File: config.mk
export PLATFORM = sky130hd
export DESIGN_NAME = fldr_top
export DESIGN_NICKNAME = d
export VERILOG_FILES = /design/src/common/fldr_pkg.sv /design/src/hw/fldr_top.sv
export SDC_FILE = /design/constraint.sdc
export NUM_CORES = 2
export LEC_CHECK = 0
export ABC_CLOCK_PERIOD_IN_PS = 18840
export BUFFER_PORTS_ARGS = -buffer_cell sky130_fd_sc_hd__buf_2
export CORE_MARGIN = 1.5
export CORE_UTILIZATION = 60
export CTS_BUF_LIST = sky130_fd_sc_hd__clkbuf_8
export DETAILED_ROUTE_END_ITERATION = 6
export PLACE_DENSITY = 0.76
export REMOVE_ABC_BUFFERS = 1
export SETUP_SLACK_MARGIN = 0.5
export SLEW_MARGIN = 5
export SYNTH_ARGS = -nofsm -noshare
export SYNTH_HDL_FRONTEND = slang
export SYNTH_SLANG_ARGS = --single-unit
File: constraint.sdc
create_clock -name sys_clk -period 18.84 [get_ports sys_clk]
set_input_delay 5.652 -clock sys_clk [delete_from_list [all_inputs] [get_ports sys_clk]]
set_output_delay 5.652 -clock sys_clk [all_outputs]
set_load 0.03 [all_outputs]
File: src/common/fldr_pkg.sv
package fldr_pkg;
  // Register byte addresses (word aligned)
  localparam logic [7:0] ADDR_CTRL      = 8'h00;
  localparam logic [7:0] ADDR_RETRY     = 8'h04;
  localparam logic [7:0] ADDR_INTERVAL  = 8'h08;
  localparam logic [7:0] ADDR_CHANNEL   = 8'h0C;
  localparam logic [7:0] ADDR_MAXFREQ   = 8'h10;
  localparam logic [7:0] ADDR_LEVEL_A   = 8'h14;
  localparam logic [7:0] ADDR_LAG_A     = 8'h18;
  localparam logic [7:0] ADDR_LEVEL_B   = 8'h1C;
  localparam logic [7:0] ADDR_LAG_B     = 8'h20;
  localparam logic [7:0] ADDR_STATUS    = 8'h24;
  localparam logic [7:0] ADDR_IRQ_STAT  = 8'h28;
  localparam logic [7:0] ADDR_IRQ_EN    = 8'h2C;
  localparam logic [7:0] ADDR_IRQ_CLR   = 8'h30;
  localparam logic [7:0] ADDR_RETRY_CNT = 8'h34;

  // Reset values and limits
  localparam logic [3:0]  RETRY_LIMIT_RST = 4'h0;
  localparam logic [15:0] INTERVAL_RST    = 16'h000A;   // 1.0 s in 0.1 s units
  localparam logic [7:0]  CHANNEL_RST     = 8'h00;
  localparam logic [15:0] MAXFREQ_RST     = 16'h1388;   // 50.00 Hz, plain default
  localparam logic [15:0] LEVEL_A_RST     = 16'h0000;
  localparam logic [15:0] LEVEL_B_RST     = 16'h1388;
  localparam logic [9:0]  LAG_RST         = 10'h032;    // 5.0 % in 0.1 % units
  localparam logic [9:0]  LAG_MAX         = 10'h3E8;    // 100.0 %
  localparam logic [3:0]  RETRY_LIMIT_MAX = 4'hA;
  localparam logic [3:0]  CHAN_SRC_MAX    = 4'h5;

  // Timing
  localparam int TENTH_SEC_NS   = 100_000_000;
  localparam int CLK_PERIOD_NS  = 10;
  localparam int TENTH_CYCLES   = TENTH_SEC_NS / CLK_PERIOD_NS;
  localparam int QUIET_SEC      = 600;
  localparam int QUIET_TENTHS   = QUIET_SEC * 10;

  // Interrupt bit positions
  localparam int IRQ_DET_A = 0;
  localparam int IRQ_DET_B = 1;
  localparam int IRQ_RETRY = 2;
  localparam int IRQ_TRIP  = 3;
  localparam int IRQ_W     = 4;

  typedef enum logic [1:0] {
    FLDR_IDLE = 2'b00,
    FLDR_WAIT = 2'b01,
    FLDR_TRIP = 2'b11
  } fldr_state_t;
endpackage : fldr_pkg

File: src/hw/fldr_top.sv
`timescale 1ns/1ps
// Function
// - Consecutive automatic fault resets are counted and a fault arriving once the count has reached the limit trips the drive and stops it.
// - The reset count clears after 600 s of running from start with no fault.
// - An automatic fault reset only takes effect after the reset interval from the fault has elapsed.
// - The ones digit of the channel setting selects the switchover command source, 5 being reserved.
// - Switchover while running is allowed only when the tens digit of the channel setting is 1.
// - The detection flag rises once output frequency exceeds the first detector level and stays high.
// - The flag only falls once output frequency drops below level minus lag.
// - The lag is a percentage of the detector's own level, default five percent.
// - A second independent detector has its own level and lag with the same behaviour.
module fldr_top
  import fldr_pkg::*;
#(
  parameter int TENTH_CYC = TENTH_CYCLES
) (
  input  wire logic        sys_clk,
  input  wire logic        sys_rst,
  input  wire logic [7:0]  reg_addr,
  input  wire logic [31:0] reg_wdata,
  input  wire logic        reg_wr,
  input  wire logic        reg_rd,
  output logic      [31:0] reg_rdata,
  input  wire logic [15:0] out_freq,
  input  wire logic        fault_event,
  input  wire logic        running,
  input  wire logic        switch_req_term,
  input  wire logic        switch_req_modbus,
  input  wire logic        switch_req_bus,
  input  wire logic        switch_req_eth,
  input  wire logic        switch_req_ind,
  output logic             freq_level_detector_a,
  output logic             freq_level_detector_b,
  output logic             fault_reset,
  output logic             fault_trip,
  output logic             motor_switch,
  output logic             irq
);

  logic [3:0]  retry_limit_r;
  logic [15:0] interval_r;
  logic [7:0]  channel_r;
  logic [15:0] maxfreq_r;
  logic [15:0] level_r [2];
  logic [9:0]  lag_r [2];
  logic [IRQ_W-1:0] irq_stat_r;
  logic [IRQ_W-1:0] irq_en_r;
  logic [IRQ_W-1:0] irq_evt;
  logic [3:0]  retry_cnt_r;
  logic [1:0]  det_r;
  logic [1:0]  det_q_r;
  logic        trip_clr;
  fldr_state_t state_r;

  // Two-stage synchronisers for pin inputs
  logic [7:0] meta_r;
  logic [7:0] sync_r;
  always_ff @(posedge sys_clk or posedge sys_rst) begin
    if (sys_rst) begin
      meta_r <= 8'h00;
      sync_r <= 8'h00;
    end else begin
      meta_r <= {switch_req_ind, switch_req_eth, switch_req_bus, switch_req_modbus,
                 switch_req_term, running, fault_event, 1'b0};
      sync_r <= meta_r;
    end
  end
  logic fault_s, run_s;
  assign fault_s = sync_r[1];
  assign run_s   = sync_r[2];

  function automatic logic [15:0] clamp_lvl(input logic [15:0] v, input logic [15:0] mx);
    clamp_lvl = (v > mx) ? mx : v;
  endfunction : clamp_lvl

  function automatic logic [9:0] clamp_lag(input logic [9:0] v);
    clamp_lag = (v > LAG_MAX) ? LAG_MAX : v;
  endfunction : clamp_lag

  // Register writes: one process per register
  logic       wr_ctrl;
  logic       wr_retry;
  logic       wr_interval;
  logic       wr_channel;
  logic       wr_maxfreq;
  logic       wr_irq_en;
  logic [1:0] wr_level;
  logic [1:0] wr_lag;
  assign wr_ctrl     = reg_wr && (reg_addr == ADDR_CTRL);
  assign wr_retry    = reg_wr && (reg_addr == ADDR_RETRY);
  assign wr_interval = reg_wr && (reg_addr == ADDR_INTERVAL);
  assign wr_channel  = reg_wr && (reg_addr == ADDR_CHANNEL);
  assign wr_maxfreq  = reg_wr && (reg_addr == ADDR_MAXFREQ);
  assign wr_irq_en   = reg_wr && (reg_addr == ADDR_IRQ_EN);
  assign wr_level    = {reg_wr && (reg_addr == ADDR_LEVEL_B), reg_wr && (reg_addr == ADDR_LEVEL_A)};
  assign wr_lag      = {reg_wr && (reg_addr == ADDR_LAG_B), reg_wr && (reg_addr == ADDR_LAG_A)};

  always_ff @(posedge sys_clk or posedge sys_rst) begin
    if (sys_rst) begin
      trip_clr <= 1'b0;
    end else begin
      trip_clr <= wr_ctrl & reg_wdata[0];
    end
  end

  always_ff @(posedge sys_clk or posedge sys_rst) begin
    if (sys_rst) begin
      retry_limit_r <= RETRY_LIMIT_RST;
    end else if (wr_retry) begin
      retry_limit_r <= (reg_wdata[3:0] > RETRY_LIMIT_MAX) ? RETRY_LIMIT_MAX : reg_wdata[3:0];
    end
  end

  always_ff @(posedge sys_clk or posedge sys_rst) begin
    if (sys_rst) begin
      interval_r <= INTERVAL_RST;
    end else if (wr_interval) begin
      interval_r <= (reg_wdata[15:0] == 16'h0000) ? 16'h0001 : reg_wdata[15:0];
    end
  end

  always_ff @(posedge sys_clk or posedge sys_rst) begin
    if (sys_rst) begin
      channel_r <= CHANNEL_RST;
    end else if (wr_channel) begin
      channel_r <= reg_wdata[7:0];
    end
  end

  always_ff @(posedge sys_clk or posedge sys_rst) begin
    if (sys_rst) begin
      maxfreq_r <= MAXFREQ_RST;
    end else if (wr_maxfreq) begin
      maxfreq_r <= reg_wdata[15:0];
    end
  end

  always_ff @(posedge sys_clk or posedge sys_rst) begin
    if (sys_rst) begin
      irq_en_r <= '0;
    end else if (wr_irq_en) begin
      irq_en_r <= reg_wdata[IRQ_W-1:0];
    end
  end

  genvar gr;
  generate
    for (gr = 0; gr < 2; gr++) begin : g_cfg
      always_ff @(posedge sys_clk or posedge sys_rst) begin
        if (sys_rst) begin
          level_r[gr] <= (gr == 0) ? LEVEL_A_RST : LEVEL_B_RST;
        end else if (wr_level[gr]) begin
          level_r[gr] <= reg_wdata[15:0];
        end
      end
      always_ff @(posedge sys_clk or posedge sys_rst) begin
        if (sys_rst) begin
          lag_r[gr] <= LAG_RST;
        end else if (wr_lag[gr]) begin
          lag_r[gr] <= clamp_lag(reg_wdata[9:0]);
        end
      end
    end
  endgenerate

  // Frequency-level detectors with hysteresis
  genvar gi;
  generate
    for (gi = 0; gi < 2; gi++) begin : g_det
      logic [15:0] lvl;
      logic [25:0] lag_prod;
      logic [15:0] lag_hz;
      logic [15:0] low_thr;
      assign lvl      = clamp_lvl(level_r[gi], maxfreq_r);
      assign lag_prod = lvl * lag_r[gi];
      assign lag_hz   = 16'(lag_prod / 26'd1000);
      assign low_thr  = lvl - lag_hz;
      always_ff @(posedge sys_clk or posedge sys_rst) begin
        if (sys_rst) begin
          det_r[gi] <= 1'b0;
        end else if (out_freq > lvl) begin
          det_r[gi] <= 1'b1;
        end else if (out_freq < low_thr) begin
          det_r[gi] <= 1'b0;
        end
      end
    end
  endgenerate

  always_ff @(posedge sys_clk or posedge sys_rst) begin
    if (sys_rst) begin
      det_q_r               <= 2'b00;
      freq_level_detector_a <= 1'b0;
      freq_level_detector_b <= 1'b0;
    end else begin
      det_q_r               <= det_r;
      freq_level_detector_a <= det_r[0];
      freq_level_detector_b <= det_r[1];
    end
  end

  // 0.1 s time base
  logic [31:0] tick_cnt_r;
  logic        tick;
  assign tick = (tick_cnt_r == 32'(TENTH_CYC - 1));
  always_ff @(posedge sys_clk or posedge sys_rst) begin
    if (sys_rst) begin
      tick_cnt_r <= '0;
    end else if (tick) begin
      tick_cnt_r <= '0;
    end else begin
      tick_cnt_r <= tick_cnt_r + 32'd1;
    end
  end

  // Fault retry supervisor
  logic        fault_q_r;
  logic        fault_rise;
  logic [15:0] wait_r;
  logic [15:0] quiet_r;
  logic        retry_evt;
  logic        trip_evt;
  assign fault_rise = fault_s & ~fault_q_r;
  // Whole ticks only, so the first partial tick never shortens the interval
  assign retry_evt  = (state_r == FLDR_WAIT) && tick && (wait_r >= interval_r);
  assign trip_evt   = (state_r == FLDR_IDLE) && fault_rise && (retry_cnt_r >= retry_limit_r);

  always_ff @(posedge sys_clk or posedge sys_rst) begin
    if (sys_rst) begin
      fault_q_r   <= 1'b0;
      state_r     <= FLDR_IDLE;
      wait_r      <= '0;
      retry_cnt_r <= '0;
      fault_reset <= 1'b0;
      fault_trip  <= 1'b0;
    end else begin
      fault_q_r   <= fault_s;
      fault_reset <= 1'b0;
      unique case (state_r)
        FLDR_IDLE: begin
          wait_r <= '0;
          if (fault_rise) begin
            if (trip_evt) begin
              state_r    <= FLDR_TRIP;
              fault_trip <= 1'b1;
            end else begin
              state_r <= FLDR_WAIT;
            end
          end else if (run_s && quiet_r == 16'(QUIET_TENTHS)) begin
            retry_cnt_r <= '0;
          end
        end
        FLDR_WAIT: begin
          if (tick) wait_r <= wait_r + 16'd1;
          if (retry_evt) begin
            state_r     <= FLDR_IDLE;
            fault_reset <= 1'b1;
            retry_cnt_r <= retry_cnt_r + 4'd1;
          end
        end
        FLDR_TRIP: begin
          if (trip_clr) begin
            state_r     <= FLDR_IDLE;
            fault_trip  <= 1'b0;
            retry_cnt_r <= '0;
          end
        end
        default: state_r <= FLDR_IDLE;
      endcase
    end
  end

  // Fault-free running time since start
  always_ff @(posedge sys_clk or posedge sys_rst) begin
    if (sys_rst) begin
      quiet_r <= '0;
    end else if (!run_s || fault_s || state_r != FLDR_IDLE) begin
      quiet_r <= '0;
    end else if (tick && quiet_r != 16'(QUIET_TENTHS)) begin
      quiet_r <= quiet_r + 16'd1;
    end
  end

  // Motor switchover
  logic sel_req;
  always_comb begin
    unique case (channel_r[3:0])
      4'h0:    sel_req = sync_r[3];
      4'h1:    sel_req = sync_r[4];
      4'h2:    sel_req = sync_r[5];
      4'h3:    sel_req = sync_r[6];
      4'h4:    sel_req = sync_r[7];
      default: sel_req = 1'b0;
    endcase
  end
  always_ff @(posedge sys_clk or posedge sys_rst) begin
    if (sys_rst) begin
      motor_switch <= 1'b0;
    end else if (!run_s || channel_r[7:4] == 4'h1) begin
      motor_switch <= sel_req;
    end
  end

  // Interrupts: set wins over clear
  assign irq_evt = {trip_evt, retry_evt, det_r[1] & ~det_q_r[1], det_r[0] & ~det_q_r[0]};
  always_ff @(posedge sys_clk or posedge sys_rst) begin
    if (sys_rst) begin
      irq_stat_r <= '0;
    end else if (reg_wr && reg_addr == ADDR_IRQ_CLR) begin
      irq_stat_r <= (irq_stat_r & ~reg_wdata[IRQ_W-1:0]) | irq_evt;
    end else begin
      irq_stat_r <= irq_stat_r | irq_evt;
    end
  end

  always_ff @(posedge sys_clk or posedge sys_rst) begin
    if (sys_rst) begin
      irq <= 1'b0;
    end else begin
      irq <= |(irq_stat_r & irq_en_r);
    end
  end

  // Read port, data one cycle after the strobe
  always_ff @(posedge sys_clk or posedge sys_rst) begin
    if (sys_rst) begin
      reg_rdata <= '0;
    end else if (reg_rd) begin
      unique case (reg_addr)
        ADDR_RETRY:     reg_rdata <= {28'h000_0000, retry_limit_r};
        ADDR_INTERVAL:  reg_rdata <= {16'h0000, interval_r};
        ADDR_CHANNEL:   reg_rdata <= {24'h00_0000, channel_r};
        ADDR_MAXFREQ:   reg_rdata <= {16'h0000, maxfreq_r};
        ADDR_LEVEL_A:   reg_rdata <= {16'h0000, level_r[0]};
        ADDR_LAG_A:     reg_rdata <= {22'h00_0000, lag_r[0]};
        ADDR_LEVEL_B:   reg_rdata <= {16'h0000, level_r[1]};
        ADDR_LAG_B:     reg_rdata <= {22'h00_0000, lag_r[1]};
        ADDR_STATUS:    reg_rdata <= {26'h000_0000, motor_switch, state_r, fault_trip, det_r};
        ADDR_IRQ_STAT:  reg_rdata <= {28'h000_0000, irq_stat_r};
        ADDR_IRQ_EN:    reg_rdata <= {28'h000_0000, irq_en_r};
        ADDR_RETRY_CNT: reg_rdata <= {28'h000_0000, retry_cnt_r};
        default:        reg_rdata <= '0;
      endcase
    end else begin
      reg_rdata <= '0;
    end
  end
endmodule : fldr_top

* Word-level counts from Yosys, hierarchy flattened
Index checks and enable logic that the tools add are counted.
W data, S select, Z words.
** Operators by class
- Multipliers :: 2
- Bitwise operators :: 12
- Equal/unequal tests :: 30
- Add/subtract/negate cells :: 6
- $lt $le $gt $ge :: 10
- Divide/modulo/power cells :: 2
- Muxes and demuxes :: 34
- Reductions and logical operators :: 37
** Operator list (number)
- $pmux W16 S12 :: 1
- $mux W16 :: 6
- $gt A16 B16 Y1 :: 4
- $mux W32 :: 2
- $div A26 B10 Y26 const B :: 2
- $mul A16 B10 Y26 :: 2
- $eq A8 B6 Y1 const B :: 6
- $add A16 B1 Y16 const B :: 2
- $add A32 B1 Y32 const B :: 1
- $eq A32 B24 Y1 const B :: 1
- $eq A8 B5 Y1 const B :: 4
- $lt A16 B16 Y1 :: 2
- $pmux W16 S2 :: 1
- $sub A16 B16 Y16 :: 2
- $mux W4 :: 6
- $logic_and A1 B1 Y1 :: 17
- $eq A16 B13 Y1 const B :: 1
- $eq A8 B4 Y1 const B :: 2
- $ge A16 B16 Y1 :: 1
- $logic_not A16 Y1 :: 1
- $ne A16 B13 Y1 const B :: 1
- $ne A2 B2 Y1 const B :: 6
- $pmux W4 S3 :: 1
- $reduce_bool A2 Y1 :: 6
- other kinds (33) :: 55
** Storage, ports and cells
- Input port bits :: 67
- Word-level logic and storage cells :: 162
- Flip-flop bits (word level) :: 232

* Depth between registers and ports, before layout
- Depth after elaboration :: 8
- Gate-level depth with buffers :: 105
- Mapped depth without buffers :: 96

* Least setup slack after synthesis
OpenSTA, ideal clock, no wires.
- Path kind :: reg2reg
- Start :: register maxfreq_r[9]
- End :: register det_r[1]
- Arrival time :: 20.590 ns
- Stages on the path, launching flop included :: 95
- Path slack :: -1.878 ns
- Path through :: dfstp_2 inv_1 ha_1 nand4_1 or3_1 o221ai_1 o21a_1 clkbuf_1 buf_1 mux2_2 clkbuf_1 and2_1 fa_1 fa_1 fa_1 fa_1 inv_1 fa_1 (+59 left out) a21oi_1 nor2b_1 o21ai_0 nand2b_1 a21oi_1 nor2b_1 o21ai_0 nand2b_1 a21oi_1 nor2b_1 o21ai_0 nand2b_1 a21oi_1 nor2b_1 o21ai_0 nand2b_1 a21oi_1 o22ai_1
** On the way
- Cells in the longest elaborated chain, start to end :: 7
** RTL lines
- start: declaration :: line fldr_top.sv:43 : logic [15:0] maxfreq_r;
- start signal: assignment :: line fldr_top.sv:134 : maxfreq_r <= reg_wdata[15:0];
- $gt A16 B16 Y1 :: line fldr_top.sv:73 : clamp_lvl = (v > mx) ? mx : v;
- $mux W16 (*) :: line fldr_top.sv:73
- $mul A16 B10 Y26 :: line fldr_top.sv:175 : assign lag_prod = lvl * lag_r[gi];
- $div A26 B10 Y26 :: line fldr_top.sv:176 : assign lag_hz = 16'(lag_prod / 26'd1000);
- $sub A16 B16 Y16 :: line fldr_top.sv:177 : assign low_thr = lvl - lag_hz;
- $lt A16 B16 Y1 :: line fldr_top.sv:183 : end else if (out_freq < low_thr) begin
- $reduce_bool A2 Y1 (no source line)
- end signal: indexed assignment :: line fldr_top.sv:180 : det_r[gi] <= 1'b0;
- end signal: indexed assignment :: line fldr_top.sv:182 : det_r[gi] <= 1'b1;
- end signal: indexed assignment :: line fldr_top.sv:184 : det_r[gi] <= 1'b0;
- end: declaration :: line fldr_top.sv:50 : logic [1:0] det_r;
Mark *: on every way between the ends. The rest lies on a longest branch, timed or not.
A chain may end at the register's enable or synchronous reset.

* Worst setup path in the final report
- Start :: register maxfreq_r[8]
- End :: register det_r[0]
Same word-level chain as after synthesis.

==> summary.md <==
| Metric | Value |
|---|---|
| Status | complete, but fails checks |
| Failing checks | design-rule violations, max-slew violations, negative setup slack |
| Worst hold slack | roughly 0.35 ns |
| Reg clk slew, reported paths | 0.08 ns |
| Filler instances | between 2k and 3k |
| Post-Layout Inst Area | around 46,000 um2 |
| Unrepaired setup endpoints after global routing | true |
| Slew at the pin with the worst max-slew slack | 1.68 ns |
| Die Ht | 240 um |
| H-tree Lvls | 2 |
| Asr flop ratio synth | 1.00 |
| Max-slew violations | 1 |
| CTS sink count | 214 |
| Peak VDD IR | around 67 uV |
| Post-synth top area share | 0.146 |
| Fin worst setup slack | -3.69 ns |
| Commonest non-fill, non-tap cell in the layout | buf_4 |
| Syn_area_per_cell | between 8 and 9 um2 |
| Slew margin rel. | -0.119 |
| Avg WL per Cell | around 24 um |
| #FFs+latches synth | about 210 |
| Max Used Layer | met5 |
| Mux share of post-synthesis cell area | 0.0522 |
| Fin Clk Skew | 0.0219 ns |
| Final setup viols | 2 |
| GRT Resource Usage Total | 0.426 |
| GPL Wtd Cong | ~0.97 |
| P&R area growth vs syn | 37.3% |
| Largest net degree at the start of global routing | between 100 and 150 |
| Die Area | between 50,000 and 60,000 um2 |
| Cell Area, Placed | roughly 41,000 um2 |
| Tmin final | between 20 and 25 ns |
| Mapped Cells | approximately 4k |
| Rows | 86 |
| F_max | about 44 MHz |
| Distinct cell type count after synthesis | roughly 150 |
| Sequential share of the synthesized area | 0.160 |
| Root buf cell | clkbuf_8 |
| Worst path required time | 19.23 ns |
| Vias in the first global route | around 39k |
| Detailed-router iteration count before antenna repair | 7 |
| Simple-gate share of the synthesized area | 0.211 |
| Initial DRC count | about 5.4k |
| WP data arrival | roughly 23 ns |
| Post-Layout Cell Count | slightly below 6k |
| Post-Synth XOR/XNOR Area | 0.0486 |
| Initial core utilization | 0.608 |
| Crit path kind | reg -> reg |
| Via count | 40.3k |
| Critical Path Start Type | flip-flop |
| Num CTS Buffers | 34 |
| Most frequent cells in the layout | 1,038 x buf_4, 391 x nand2_1, 320 x inv_1 |
| Gr ovfl total | 0 |
| Number of nets in the layout | between 5k and 6k |
| Fin crit share | 1.20 |
| CP most frequent cell | buf_4 |
| Mapped Area | 33,600 um2 |
| Power density over the cells | approximately 53 nW/um2 |
| Post-synth EDFFs | 0 |
| DR WL met3 | about 18,000 um |
| CP delay by family, top | compound AO/OA/AOI/OAI gates |
| Hold WC Path Type | reg -> reg |
| Synth Warn # | 0 |
| Via density | 6.90 |
| Critical path's slowest cell | a211oi_2 |
| CP Buf/Inv Count | 22 |
| # DRC | roughly 120 |
| Compound-cell area share of the yosys netlist | 0.231 |
| # placed instances | approximately 5.6k |
| Hold Violations, Final | 0 |
| CP peak stage delay | about 0.64 ns |
| Area contributors post-synth | dfrtp_1 15%, fa_1 13%, ha_1 10% |
| DRT met1 WL | 46,600 um |
| First-pass GRT wire length | roughly 200,000 um |
| Max Root-Sink Buffers | 3 |
| Max cap viols | 0 |
| P_leak | 21.5 nW |
| Fraction of layout cells with a size suffix above 1 | 0.373 |
| IO Pins | ~110 |
| Clock Latency Late Sink | 0.53 ns |
| CTS tree | yes |
| Core Util, Final | 0.835 |
| Main combinational cell family by area after synthesis | adder cells |
| Chip width | about 240 um |
| Core area | about 55,000 um2 |
| Final ANT Viol Nets | 0 |
| Hold-fix buffers, CTS | 0 |
| Reg2Reg Setup Slack | -3.69 ns |
| Initial antenna violation count | 22 |
| Number of port buffers | just over 70 |
| Synth Flop Type | dfrtp_1 |
| Setup crit end kind | flip-flop |
| WL final | between 100,000 and 150,000 um |
| Synthesized-area fraction occupied by adder cells | 0.236 |
| Critical Path Fanout Max | 6 |
| Met2 wire length | between 60,000 and 70,000 um |
| Post-DP HPWL | 81,800 um |
| Area leader, netlist | dfrtp_1 |
[cell families (layout without fill, tap and decap cells)]
kind of cell,count (synthesis),after routing
simple gates,1389,1389
compound gates,1062,1063
buf+inv,510,1548
fa+ha+maj,502,502
flops,214,214
xor+xnor,184,184
mux,158,158
other cells,1,37
[Yosys cell counts, types with 33 or more instances]
cell type / number
a31oi_1: 43
nand2_1: 409
a21oi_1: 199
xnor2_1: 117
and2_1: 175
o21ai_0: 185
inv_1: 321
mux2_2: 122
dfrtp_1: 196
nand3_1: 123
nor4_1: 34
xor2_1: 64
fa_1: 222
ha_1: 271
a21o_1: 62
a211oi_1: 45
nor2b_1: 52
clkbuf_1: 111
nand2b_1: 49
o21ai_1: 33
nor3_1: 82
and3_1: 42
o211ai_1: 44
nand4_1: 62
a22oi_1: 35
nor2_1: 239
[layer usage]
metal	vias to the layer above	GRT usage
li1	16600	-
met1	18800	0.479
met2	3460	0.707
met3	1439	0.115
met4	22	0.287
met5	-	0
[worst paths after layout]
check	from	to	depth (start not counted)
max	maxfreq_r[8]	det_r[0]	100
min	meta_r[1]	sync_r[1]	0
max reg2reg	maxfreq_r[8]	det_r[0]	100
min reg2reg	meta_r[1]	sync_r[1]	0
max in group asynchronous	sys_rst	irq_stat_r[3]	3
min in group asynchronous	sys_rst	meta_r[3]	2
[power by group]
part	switching [mW]	total, mW	internal [mW]	leakage (nW)
clock	0.209	0.437	0.229	0.395
sequential	0.0382	0.522	0.484	2.81
combinational	0.821	1.47	0.653	18.3
total	1.07	2.43	1.37	21.5
[area by class of cell]
| cell class | count | area [um2] | share of cell area |
|---|---|---|---|
| inverters | 328 | 1250 | 0.0270 |
| flip-flops and latches | 214 | 5380 | 0.116 |
| repair buffers | 1162 | 8850 | 0.192 |
| diodes | 21 | 52.6 | 0.00114 |
| clock inverters | 16 | 120 | 0.00260 |
| clock buffers | 42 | 578 | 0.0125 |
| multi-input cells | 3312 | 29000 | 0.628 |
| well taps | 748 | 936 | 0.0203 |
[state kept, by name (all words and copies together) (netlist names), 2 cells and up]
name and cells:
level_r 32, tick_cnt_r 32, lag_r 20, interval_r 16, maxfreq_r 16, quiet_r 16
reg_rdata 16, wait_r 16, channel_r 8, meta_r 7, sync_r 7, irq_en_r 4
irq_stat_r 4, retry_cnt_r 4, retry_limit_r 4, det_q_r 2, det_r 2, state_r 2
[through the flow]
step	setup TNS (ns)	power, mW	setup WS (ns)
after floorplan	-3.71	1.19	-1.89
after CTS	-2.51	2.16	-1.46
after global placement	-3.92	1.59	-2.03
final	-6.62	2.43	-3.69
after global routing	-7.83	2.52	-4.34
after detailed placement	-4.63	1.62	-2.36
[worst register-to-register path, delay by kind of cell, from the launching register on]
| family | cells | cell delay, ns |
|---|---|---|
| xor gates and xnor gates | 1 | 0.12 |
| adders and majority gates | 11 | 4.25 |
| and+or+nand+nor | 24 | 4.22 |
| DFF | 1 | 0.55 |
| buffers and inverters | 22 | 3.17 |
| muxes | 3 | 0.72 |
| AOI/OAI and AO/OA | 39 | 9.39 |
[repair_timing]
| item | CTS | global route |
|---|---|---|
| pin swaps | 277 | 207 |
| endpoints found under the setup margin | 2 | 2 |
| resized for setup | 395 | 232 |
| setup buffers | 111 | 57 |
| cloned | 2 | 1 |
Note: power is estimated with default switching activity, not from simulation.
